[config.mk]
export PLATFORM = sky130hd
export DESIGN_NAME = ddstw_top
export DESIGN_NICKNAME = d
export VERILOG_FILES = /design/src/ddstw_pkg.sv /design/src/ddstw_bytereg.sv /design/src/ddstw_accum.sv /design/src/ddstw_top.sv
export SDC_FILE = /design/constraint.sdc
export NUM_CORES = 1
export LEC_CHECK = 0
export BUFFER_PORTS_ARGS = -buffer_cell sky130_fd_sc_hd__buf_4
export CORE_MARGIN = 8
export CORE_UTILIZATION = 30
export DETAILED_ROUTE_END_ITERATION = 8
export PLACE_DENSITY_LB_ADDON = 0.3
export SYNTH_ARGS = -nofsm -noshare
export SYNTH_HDL_FRONTEND = slang
export SYNTH_HIERARCHICAL = 1
export SYNTH_SLANG_ARGS = --single-unit
[constraint.sdc]
create_clock -name aclk -period 2.92 [get_ports aclk]
set_input_delay 0.292 -clock aclk [delete_from_list [all_inputs] [get_ports aclk]]
set_output_delay 0.292 -clock aclk [all_outputs]
set_load 0.01 [all_outputs]
[src/ddstw_pkg.sv]
`default_nettype none

package ddstw_pkg;

	// ********************************************************
	// Widths
	// ********************************************************
	localparam int FTW_W       = 48;
	localparam int POW_W       = 14;
	localparam int STRAP_W     = 4;
	localparam int NUM_BYTES   = 8;
	localparam int NUM_FTW_B   = 6;
	localparam int ADDR_W      = 12;

	// ********************************************************
	// Register indices; the byte address is four times these
	// ********************************************************
	localparam logic [9:0] IDX_TW_BYTE0   = 10'h1A6;
	localparam logic [9:0] IDX_TW_BYTE1   = 10'h1A7;
	localparam logic [9:0] IDX_TW_BYTE2   = 10'h1A8;
	localparam logic [9:0] IDX_TW_BYTE3   = 10'h1A9;
	localparam logic [9:0] IDX_TW_BYTE4   = 10'h1AA;
	localparam logic [9:0] IDX_TW_BYTE5   = 10'h1AB;
	localparam logic [9:0] IDX_PHASE_LOW  = 10'h1AC;
	localparam logic [9:0] IDX_PHASE_HIGH = 10'h1AD;
	localparam logic [9:0] IDX_PHASE_NOW  = 10'h1AE;
	localparam logic [9:0] IDX_STRAP_RD   = 10'h1AF;

	// ********************************************************
	// Decode slots, field masks, reset values, responses
	// ********************************************************
	localparam logic [3:0] SLOT_PHASE_NOW = 4'h8;
	localparam logic [3:0] SLOT_STRAP     = 4'h9;
	localparam logic [3:0] SLOT_NONE      = 4'hF;
	localparam logic [7:0] POW_HIGH_MASK  = 8'h3F;
	localparam logic [7:0] BYTE_RESET     = 8'h00;
	localparam logic [FTW_W-1:0] ACC_RESET = 48'h0;
	localparam logic [POW_W-1:0] PHASE_RESET = 14'h0;
	localparam logic [1:0] RESP_OKAY      = 2'h0;
	localparam logic [1:0] RESP_DECERR    = 2'h3;
	localparam logic [31:0] WORD_ZERO     = 32'h0;

	// ********************************************************
	// Types
	// ********************************************************
	typedef struct packed {
		logic [FTW_W-1:0] frequency_tuning_word;
		logic [POW_W-1:0] phase_offset_word;
	} ddstw_cfg_t;

	typedef enum logic [1:0] {
		ST_STRAP = 2'b01,
		ST_RUN   = 2'b10
	} ddstw_state_t;

	// ********************************************************
	// Functions
	// ********************************************************
	function automatic logic [3:0] ddstw_slot(
		input logic [ADDR_W-1:0] addr
	);
		logic [9:0] idx;
		idx = addr[ADDR_W-1:2];
		if (idx >= IDX_TW_BYTE0 && idx <= IDX_PHASE_HIGH)
			ddstw_slot = 4'(idx - IDX_TW_BYTE0);
		else if (idx == IDX_PHASE_NOW)
			ddstw_slot = SLOT_PHASE_NOW;
		else if (idx == IDX_STRAP_RD)
			ddstw_slot = SLOT_STRAP;
		else
			ddstw_slot = SLOT_NONE;
	endfunction

	// The strap value picks one of sixteen evenly spread tuning words.
	function automatic logic [FTW_W-1:0] ddstw_default(
		input logic [STRAP_W-1:0] strap
	);
		ddstw_default = {4'h0, strap, 40'h0};
	endfunction

endpackage

`default_nettype wire

[src/ddstw_bytereg.sv]
`timescale 1ns/1ps
`default_nettype none

module ddstw_bytereg
(
	input  wire logic       aclk,
	input  wire logic       aresetn,
	input  wire logic       load,
	input  wire logic [7:0] load_val,
	input  wire logic       wr,
	input  wire logic [7:0] wdata,
	output var  logic [7:0] q
);
	import ddstw_pkg::*;

	// ********************************************************
	// Byte storage
	// ********************************************************
	// The strap load outranks a bus write; they never overlap
	// because the bus is held off while the strap is taken.
	always_ff @(posedge aclk)
	begin
		if (!aresetn)
			q <= BYTE_RESET;
		else if (load)
			q <= load_val;
		else if (wr)
			q <= wdata;
	end

endmodule

`default_nettype wire

[src/ddstw_accum.sv]
`timescale 1ns/1ps
`default_nettype none

module ddstw_accum
(
	input  wire logic                            aclk,
	input  wire logic                            aresetn,
	input  wire ddstw_pkg::ddstw_cfg_t           cfg,
	output var  logic [ddstw_pkg::POW_W-1:0]     phase_out
);
	import ddstw_pkg::*;

	logic [FTW_W-1:0] acc;
	logic [FTW_W-1:0] next_acc;
	logic [POW_W-1:0] next_phase;

	// ********************************************************
	// Phase accumulator and offset
	// ********************************************************
	// A new tuning word only changes the step; the accumulator
	// is cleared only by reset, so the phase stays continuous.
	assign next_acc = acc + cfg.frequency_tuning_word;
	assign next_phase = acc[FTW_W-1 -: POW_W]
		+ cfg.phase_offset_word;

	always_ff @(posedge aclk)
	begin
		if (!aresetn)
		begin
			acc       <= ACC_RESET;
			phase_out <= PHASE_RESET;
		end
		else
		begin
			acc       <= next_acc;
			phase_out <= next_phase;
		end
	end

endmodule

`default_nettype wire

[src/ddstw_top.sv]
// Operation
// - Accumulator advances by the 48-bit tuning word every system clock.
// - Tuning bytes 3,4,5 hold bits 31:24, 39:32, 47:40; LSB lowest address.
// - At power-up the tuning word loads a strap-selected default value.
// - New tuning word changes frequency at once, keeping accumulated phase.
// - Phase offset is 14 bits: low byte 7:0, high byte 13:8.
// - Phase offset is added to the accumulator phase.
// - Brief phase glitches at 45 degree offset steps are tolerated.
// - Tuning bytes 1 and 2 hold bits 15:8 and 23:16.
//
// Design decision made here: the AXI4-Lite slave port.
`timescale 1ns/1ps
`default_nettype none

module ddstw_top
(
	input  wire logic                               aclk,
	input  wire logic                               aresetn,
	input  wire logic [ddstw_pkg::ADDR_W-1:0]       s_axi_awaddr,
	input  wire logic [2:0]                         s_axi_awprot,
	input  wire logic                               s_axi_awvalid,
	output var  logic                               s_axi_awready,
	input  wire logic [31:0]                        s_axi_wdata,
	input  wire logic [3:0]                         s_axi_wstrb,
	input  wire logic                               s_axi_wvalid,
	output var  logic                               s_axi_wready,
	output var  logic [1:0]                         s_axi_bresp,
	output var  logic                               s_axi_bvalid,
	input  wire logic                               s_axi_bready,
	input  wire logic [ddstw_pkg::ADDR_W-1:0]       s_axi_araddr,
	input  wire logic [2:0]                         s_axi_arprot,
	input  wire logic                               s_axi_arvalid,
	output var  logic                               s_axi_arready,
	output var  logic [31:0]                        s_axi_rdata,
	output var  logic [1:0]                         s_axi_rresp,
	output var  logic                               s_axi_rvalid,
	input  wire logic                               s_axi_rready,
	input  wire logic [ddstw_pkg::STRAP_W-1:0]      startup_strap,
	output var  logic [ddstw_pkg::POW_W-1:0]        dds_phase
);
	import ddstw_pkg::*;

	// ********************************************************
	// Declarations
	// ********************************************************
	ddstw_state_t         state;
	ddstw_state_t         next_state;
	logic                 strap_load;
	logic                 run_next;
	logic [STRAP_W-1:0]   strap_q;
	logic [STRAP_W-1:0]   next_strap;
	logic [FTW_W-1:0]     strap_default;

	// Register bytes and the words built from them.
	logic [7:0]           byte_q [NUM_BYTES];
	ddstw_cfg_t           cfg;

	// Write channel: capture flags, held request, next values.
	logic                 aw_got;
	logic                 next_aw_got;
	logic [ADDR_W-1:0]    aw_addr_q;
	logic [ADDR_W-1:0]    next_aw_addr;
	logic                 w_got;
	logic                 next_w_got;
	logic [31:0]          w_data_q;
	logic [31:0]          next_w_data;
	logic [3:0]           w_strb_q;
	logic [3:0]           next_w_strb;
	logic                 aw_take;
	logic                 w_take;
	logic                 do_write;
	logic [3:0]           wr_slot;
	logic                 wr_lane0;
	logic                 next_bvalid;
	logic [1:0]           next_bresp;
	logic                 wr_unmapped;
	logic                 next_awready;
	logic                 next_wready;

	// Read channel.
	logic                 ar_take;
	logic [3:0]           rd_slot;
	logic [31:0]          rd_word;
	logic                 rd_is_byte;
	logic                 rd_is_live;
	logic                 rd_is_strap;
	logic                 rd_unmapped;
	logic [31:0]          rd_byte_word;
	logic [31:0]          rd_live_word;
	logic [31:0]          rd_strap_word;
	logic                 next_rvalid;
	logic [31:0]          next_rdata;
	logic [1:0]           next_rresp;
	logic                 next_arready;

	// ********************************************************
	// Start-up sequence
	// ********************************************************
	// The strap pins are read in the first cycle after reset
	// is released, never under reset itself, so a strap level
	// is a sampled value and not a reset constant.
	assign strap_load = (state == ST_STRAP);
	assign next_state = strap_load ? ST_RUN : state;
	assign run_next   = (next_state == ST_RUN);
	assign next_strap = strap_load ? startup_strap : strap_q;
	assign strap_default = ddstw_default(startup_strap);

	// Two states suffice: one cycle to take the straps, then
	// normal running until reset is asserted again.
	always_ff @(posedge aclk)
	begin
		if (!aresetn)
		begin
			state   <= ST_STRAP;
			strap_q <= '0;
		end
		else
		begin
			state   <= next_state;
			strap_q <= next_strap;
		end
	end

	// ********************************************************
	// Write channel capture
	// ********************************************************
	// Address and data are taken independently, in any order;
	// the write is performed once both are held.
	assign aw_take  = s_axi_awvalid & s_axi_awready;
	assign w_take   = s_axi_wvalid & s_axi_wready;
	assign do_write = aw_got & w_got & ~s_axi_bvalid;

	assign next_aw_got  = do_write ? 1'b0 : (aw_got | aw_take);
	assign next_w_got   = do_write ? 1'b0 : (w_got | w_take);
	assign next_aw_addr = aw_take ? s_axi_awaddr : aw_addr_q;
	assign next_w_data  = w_take ? s_axi_wdata : w_data_q;
	assign next_w_strb  = w_take ? s_axi_wstrb : w_strb_q;

	// Both readies stay low while a response waits, so one write
	// at most is in flight and the held address cannot be
	// overwritten by the next request.
	assign next_bvalid  = do_write | (s_axi_bvalid & ~s_axi_bready);
	assign next_awready = run_next & ~next_aw_got & ~next_bvalid;
	assign next_wready  = run_next & ~next_w_got & ~next_bvalid;

	// ********************************************************
	// Write decode
	// ********************************************************
	// Only lane 0 carries register data; the upper lanes hit
	// bits that read as zero, so their strobes are ignored.
	assign wr_slot  = ddstw_slot(aw_addr_q);
	assign wr_lane0 = do_write & w_strb_q[0];
	assign wr_unmapped = (wr_slot == SLOT_NONE);
	assign next_bresp  = wr_unmapped ? RESP_DECERR : RESP_OKAY;

	// ********************************************************
	// Write channel registers
	// ********************************************************
	// The response code is latched only when the write is done,
	// so it holds still while bvalid waits for the master.
	always_ff @(posedge aclk)
	begin
		if (!aresetn)
		begin
			aw_got        <= 1'b0;
			w_got         <= 1'b0;
			aw_addr_q     <= '0;
			w_data_q      <= WORD_ZERO;
			w_strb_q      <= '0;
			s_axi_awready <= 1'b0;
			s_axi_wready  <= 1'b0;
			s_axi_bvalid  <= 1'b0;
			s_axi_bresp   <= RESP_OKAY;
		end
		else
		begin
			aw_got        <= next_aw_got;
			w_got         <= next_w_got;
			aw_addr_q     <= next_aw_addr;
			w_data_q      <= next_w_data;
			w_strb_q      <= next_w_strb;
			s_axi_awready <= next_awready;
			s_axi_wready  <= next_wready;
			s_axi_bvalid  <= next_bvalid;
			if (do_write)
				s_axi_bresp <= next_bresp;
		end
	end

	// ********************************************************
	// Byte registers
	// ********************************************************
	// Each byte takes effect the moment it is written. Software
	// that needs a clean jump between two distant tuning words
	// must accept the intermediate words seen between bytes.
	for (genvar g = 0; g < NUM_BYTES; g++)
	begin : g_byte
		logic       ld;
		logic       wr;
		logic [7:0] wd;

		assign ld = strap_load && (g < NUM_FTW_B);
		assign wr = wr_lane0 && (wr_slot == 4'(g));
		// The top two bits of the high phase byte are not stored,
		// so they read back as zero.
		assign wd = (g == NUM_BYTES - 1)
			? (w_data_q[7:0] & POW_HIGH_MASK)
			: w_data_q[7:0];

		ddstw_bytereg u_byte
		(
			.aclk     (aclk),
			.aresetn  (aresetn),
			.load     (ld),
			.load_val (strap_default[g*8 +: 8]),
			.wr       (wr),
			.wdata    (wd),
			.q        (byte_q[g])
		);
	end

	// ********************************************************
	// Word assembly
	// ********************************************************
	// Least significant byte sits at the lowest index.
	assign cfg.frequency_tuning_word = {
		byte_q[5], byte_q[4], byte_q[3],
		byte_q[2], byte_q[1], byte_q[0]
	};
	assign cfg.phase_offset_word = {
		byte_q[7][5:0], byte_q[6]
	};

	// ********************************************************
	// Synthesis core
	// ********************************************************
	// The phase offset is applied combinationally to the top
	// bits, so a large offset step lands in one cycle; any
	// amplitude glitch on octant crossings is downstream.
	ddstw_accum u_accum
	(
		.aclk      (aclk),
		.aresetn   (aresetn),
		.cfg       (cfg),
		.phase_out (dds_phase)
	);

	// ********************************************************
	// Read path
	// ********************************************************
	assign ar_take = s_axi_arvalid & s_axi_arready;
	assign rd_slot = ddstw_slot(s_axi_araddr);

	// ********************************************************
	// Read decode
	// ********************************************************
	// Live readback shows only the top eight phase bits, enough
	// to watch the output advance without a wide read.
	assign rd_is_byte    = (rd_slot < 4'(NUM_BYTES));
	assign rd_is_live    = (rd_slot == SLOT_PHASE_NOW);
	assign rd_is_strap   = (rd_slot == SLOT_STRAP);
	assign rd_unmapped   = (rd_slot == SLOT_NONE);
	assign rd_byte_word  = {24'h0, byte_q[rd_slot[2:0]]};
	assign rd_live_word  = {24'h0, dds_phase[POW_W-1 -: 8]};
	assign rd_strap_word = {28'h0, strap_q};

	assign rd_word = rd_is_byte ? rd_byte_word
		: rd_is_live ? rd_live_word
		: rd_is_strap ? rd_strap_word
		: WORD_ZERO;

	assign next_rvalid  = ar_take | (s_axi_rvalid & ~s_axi_rready);
	assign next_arready = run_next & ~next_rvalid;
	assign next_rdata   = ar_take ? rd_word : s_axi_rdata;
	assign next_rresp   = ar_take
		? (rd_unmapped ? RESP_DECERR : RESP_OKAY)
		: s_axi_rresp;

	// ********************************************************
	// Read response registers
	// ********************************************************
	// Read data is captured at the handshake and then held, so a
	// slow master sees one stable word however long it waits.
	always_ff @(posedge aclk)
	begin
		if (!aresetn)
		begin
			s_axi_arready <= 1'b0;
			s_axi_rvalid  <= 1'b0;
			s_axi_rdata   <= WORD_ZERO;
			s_axi_rresp   <= RESP_OKAY;
		end
		else
		begin
			s_axi_arready <= next_arready;
			s_axi_rvalid  <= next_rvalid;
			s_axi_rdata   <= next_rdata;
			s_axi_rresp   <= next_rresp;
		end
	end

endmodule

`default_nettype wire

Word-level counts from Yosys, hierarchy flattened --
Index checks and enable logic that the tools add are counted.
Operators by class: add/sub/neg operators 4, $mul 0, divide/modulo/power cells 0, magnitude comparators 6, eq/ne operators 17, shift-type cells 0, mux-type cells 19, bitwise logic cells 26, reductions and logical operators 13
Operator list (count):
- adder 48 bit | 1
- equality test 10 x 9 -> 1 bit, second input constant | 4
- 2-to-1 mux 8 bit | 4
- binary-select mux 8 bit (select 3 bit) | 1
- 2-to-1 mux 4 bit | 6
- greater-or-equal comparator 10 x 9 -> 1 bit, second input constant | 2
- less-or-equal comparator 10 x 9 -> 1 bit, second input constant | 2
- equality test 4 x 3 -> 1 bit, second input constant | 4
- equality test 4 bit, second input constant | 4
- adder 14 bit | 1
- AND 1 bit | 13
- logical AND 1 bit | 10
- 2-to-1 mux 3 bit | 3
- equality test 4 x 2 -> 1 bit, second input constant | 2
- NOT 1 bit | 8
- subtractor 4 x 3 -> 4 bit, second input constant | 2
- 2-to-1 mux 2 bit | 3
- equality test 4 x 1 -> 1 bit, second input constant | 1
- greater-or-equal comparator 4 bit, second input constant | 1
- zero test 4 bit | 1
- less-than comparator 4 bit, second input constant | 1
- NOT 3 -> 4 bit | 1
- bitwise OR 1 bit | 4
- equality test 2 x 1 -> 1 bit, second input constant | 1
- other kinds (4) | 5
Word-level totals: bits in registers 194, latch bits 0, bits in writable memories 0, ROM bits 0, input port bits 77, output and inout bits 55, logic and storage cells 111, memories kept 0

Logic depth before layout (Yosys ltp) --
depth after elaboration 9, depth in mapped cells 12, gate-level depth less buffers 12

Hierarchy --
The synthesis kept the hierarchy.
Modules (own cells, without submodules):
- ddstw_accum | instances 1, cells each 607, area an instance 4883.4 µm², seq. area each 1241.2 µm²
- ddstw_bytereg | instances 8, cells each 35, area an instance 440.4 µm², seq. area each 160.2 µm²
- ddstw_top | instances 1, cells each 367, area an instance 2907.8 µm², seq. area each 840.8 µm²

Least setup slack after synthesis --
OpenSTA, ideal clock, no wires.
kind flip-flop to flip-flop, start register g_byte[0].u_byte.q[0], end register u_accum.acc[42], data arrival time 2241 ps, setup slack 607 ps, stages on the path, launching flop included 12, path buffers 0, cell sequence dfxtp_1 > ha_1 > fa_1 > a21o_1 > nand4_1 > a21oi_2 > o211ai_1 > a21o_1 > nand2_4 > a31oi_4 > a211o_1 > mux2i_1
On the way: cells in the longest elaborated chain, start to end 1
Ends and longest elaborated chain:
- from (decl) | RTL line ddstw_bytereg.sv:12 | output var logic [7:0] q
- from (signal assigned) | RTL line ddstw_bytereg.sv:26 | q <= load_val;
- from (signal assigned) | RTL line ddstw_bytereg.sv:28 | q <= wdata;
- adder 48 bit | RTL line ddstw_accum.sv:22 | assign next_acc = acc + cfg.frequency_tuning_word;
- to (signal assigned) | RTL line ddstw_accum.sv:35 | acc <= next_acc;
- to (decl) | RTL line ddstw_accum.sv:13 | logic [FTW_W-1:0] acc;
Every way passes these cells. A chain may end at the register's enable or synchronous reset.

Worst setup path after layout --
Same ends and word-level chain as after synthesis.

==> results.md <==
* CP most frequent cell: a21o_1
* FMAX at 0.3687 GHz
* Final Max Tran Viols at 0
* Number of core rows at 71
* Crit path buffers/inverters at 0
* Hold Crit Class: in2reg
* CTS buffer count at 17
* Min-Delay Startpoint: s_axi_wdata[1]
* Hold Fails Final Rpt at 0
* Die Y at 210.2 µm
* CP Launch Type: flop
* Core area at 0.03740 mm²
* Dpl cell area at 0.01244 mm²
* GRT overflow at 0
* RSZ-0062 raised after global routing: no
* Post-synthesis adder-cell area fraction at 7.641%
* Starting Density at 30.25%
* CTS tree: built
* Area share of the largest cell type after synthesis at 29.72%
* Clock buffer depth at 2
* Largest net degree at the start of global routing at 101
* Number of max-cap violations at 0
* Reg2Reg Depth at 11
* Fraction of registers with async set/reset at 0%
* Placer Congestion at 0.8725
* CP max-delay cell: fa_1
* Layout cell share with drive strength beyond 1 at between 10% and 20%
* Gr usage total at between 10% and 20%
* Leak at slightly above 0.006 µW
* Largest area contributor in the netlist: dfxtp_1
* Tmin final at approximately 2.7 ns
* WL final at roughly 32000 µm
* CP Data Required Time at 3.29 ns
* CP endpoint kind: flop
* Kind of critical path: reg2reg
* Largest family of logic cells by synthesized area: compound AO/OA/AOI/OAI gates
* Clock Pin Slew Worst Setup and Hold Paths at 0.06 ns
* Top area cells in the synthesized netlist: dfxtp_1, mux2_4, ha_1
* Top Family by Delay on Critical Path: compound AO/OA/AOI/OAI gates
* Most common cell in the netlist: dfxtp_1
* Vias in the first global route at roughly 9000
* Iter 0 DRT Violations at 829
* Mapped cell area at 0.01131 mm²
* Vias/cell at 4.897
* CTS H-Tree Depth at 4
* Hold buffer count at cts at 0
* Arr. time, crit path at 3.08 ns
* Synthesized instance count at approximately 1300
* HPWL Detailed at 24270 µm
* Post-synthesis sequential area ratio at 29.72%
* Syn. warnings at 6
* WL/cell at 17.12 µm
* Simple-gate share of the synthesized area at 19.21%
* FILL cells at 3913
* PD cells at 544.3 mW/mm²
* Setup slack, reg-to-reg at 0.21 ns
* DR pass1 iterations at 5
* Die W at ~210 µm
* Final setup fails at 0
* Worst R2R End: u_accum/acc[42]
* Compound-cell area share of the yosys netlist at 22.26%
* Worst slew margin relative to its limit at 14.22%
* Hold endpoint: w_data_q[1]
* Number of synthesized flops with an enable pin at 0
* Root buf cell: clkbuf_16
* Placed Cells at 1857
* Max IR drop VDD at 0.3789 mV
* Port Buf Inserts at 70
* TritonCTS Sinks at about 170
* Remaining DRCs at 0
* Final Skew at 0.007255 ns
* CP max FO at 4
* Post-route ant nets at 0
* Vias post-DR at 9251
* Nets at 1509
* Die area at 0.04419 mm²
* Slew @ Worst Pin at 1.278 ns
* Finished Cell Area at 0.01303 mm²
* Area delta synth->final at 15.19%
* Outcome: finished clean
* Global-route wire length before repair at ~51000 µm
* Setup TNS at 0 ns
* Synth top cells by count: dfxtp_1, nand2_1, nor2_1
* Final Cycle Share at 92.90%
* Yosys cell types at 81
* Hold path cells at 3
* Yosys reg bits at approximately 170
* Crit-path cells: ha_1, fa_1, a21o_1, nand4_1, a21oi_2, o211ai_1, a21o_1, nand2_4, a31oi_4, a211o_1, mux2i_1
* Post-synthesis mux area share at 11.26%
* Initial antenna violation count at 0
* Mapped Avg Cell Area at 9.023 µm²
* XOR/XNOR Fraction of Synth Area at under 10%
* Non-Filler Instances at 1889
* # diodes at 0
* # IOs at 132
* Worst skew pair latency at between 0.4 and 0.5 ns
* RR Startpoint: g_byte[0].u_byte/q[0]
* Worst stage delay on the critical path at 0.42 ns
* Ys flop type: dfxtp_1
placed cells by master, fill, tap and decap left out, types with 18 or more instances in the layout:
master / synthesis / routed
nor2b_1: 18 / 18
ha_1: 65 / 64
nand3_1: 44 / 44
a21oi_1: 62 / 61
o211a_1: 66 / 66
mux2_4: 64 / 64
a21boi_0: 20 / 20
conb_1: 1 / 100
mux2i_1: 20 / 20
inv_1: 21 / 21
dfxtp_1: 168 / 168
xnor2_1: 37 / 37
nand2_1: 104 / 104
buf_4: 29 / 89
a21o_1: 41 / 41
nor2_1: 87 / 87
or2b_1: 64 / 64
o21ai_0: 41 / 41
worst reg2reg max path, cell delays in order, from the launching register on:
cell and delay, ns:
dfxtp_1 0.33, ha_1 0.24, fa_1 0.42, a21o_1 0.20, nand4_1 0.14, a21oi_2 0.11
o211ai_1 0.24, a21o_1 0.25, nand2_4 0.10, a31oi_4 0.26, a211o_1 0.18, mux2i_1 0.18
routing by layer:
layer	part of all wire (%)	GRT usage, %	vias to the layer above
met5	0	0	-
met4	1.7	4.010	0
met3	4.4	2.837	32
met2	46	23.90	201
met1	47	19.28	4392
li1	-	-	4626
stage by stage:
step	setup WS, ns	util, %	hold WS, ns	total power, µW
4_1_cts	0.1202	34.80	0.1012	7136
6_report	0.2074	34.85	0.1144	7094
3_3_place_gp	0.2001	33.25	0.4487	4836
2_1_floorplan	0.6074	-	0.3650	4336
3_5_place_dp	0.1246	33.25	0.4481	4861
5_1_grt	0.02861	34.85	0.1083	7516
flip-flops by register name, indices dropped and copies added (netlist names), 2 cells and up:
name / count
u_accum/phase_out: 14
strap_q: 4
state: 2
g_byte.u_byte/q: 64
aw_addr_q: 10
u_accum/acc: 48
w_data_q: 8
s_axi_rdata: 8
logic make-up after synthesis:
logic type                 Yosys count
and+or+nand+nor                    411
AOI/OAI and AO/OA                  341
DFF                                168
buffers and inverters              119
muxes                               94
adders and majority gates           68
xor gates and xnor gates            52
other                                1
power by group:
group	switching [µW]	internal, µW	total (µW)
registers	251	2580	2830
logic	1100	912	2010
clock network	991	1260	2260
total	2340	4750	7090
worst max-delay path by stage:
stage,cells after the start,from,to,slack [ns]
4_1_cts,10,g_byte[2].u_byte/q[6],u_accum/acc[47],0.12
3_3_place_gp,11,g_byte[0].u_byte/q[0],u_accum/acc[32],0.20
2_1_floorplan,11,g_byte[0].u_byte/q[0],u_accum/acc[42],0.61
3_5_place_dp,10,g_byte[2].u_byte/q[6],u_accum/acc[47],0.12
6_report,11,g_byte[0].u_byte/q[0],u_accum/acc[42],0.21
5_1_grt,11,g_byte[0].u_byte/q[0],u_accum/acc[42],0.03
layout make-up:
cell class | instances | area [µm²] | share of cell area [%]
tap | 511 | 639.4 | 4.905
timing repair buffer | 90 | 688.2 | 5.280
clock inverter | 10 | 95.09 | 0.7296
inverter | 22 | 82.58 | 0.6336
multi-input combinational | 1066 | 7681 | 58.93
clock buffer | 22 | 484.2 | 3.715
sequential | 168 | 3363 | 25.80
what timing repair did:
item | in CTS | in global routing
resized for setup | 0 | 4
buffers inserted | 0 | 0
endpoints found under the hold margin | 0 | 0
endpoints found under the setup margin | 0 | 3
Note: power is estimated with default switching activity, not from simulation.
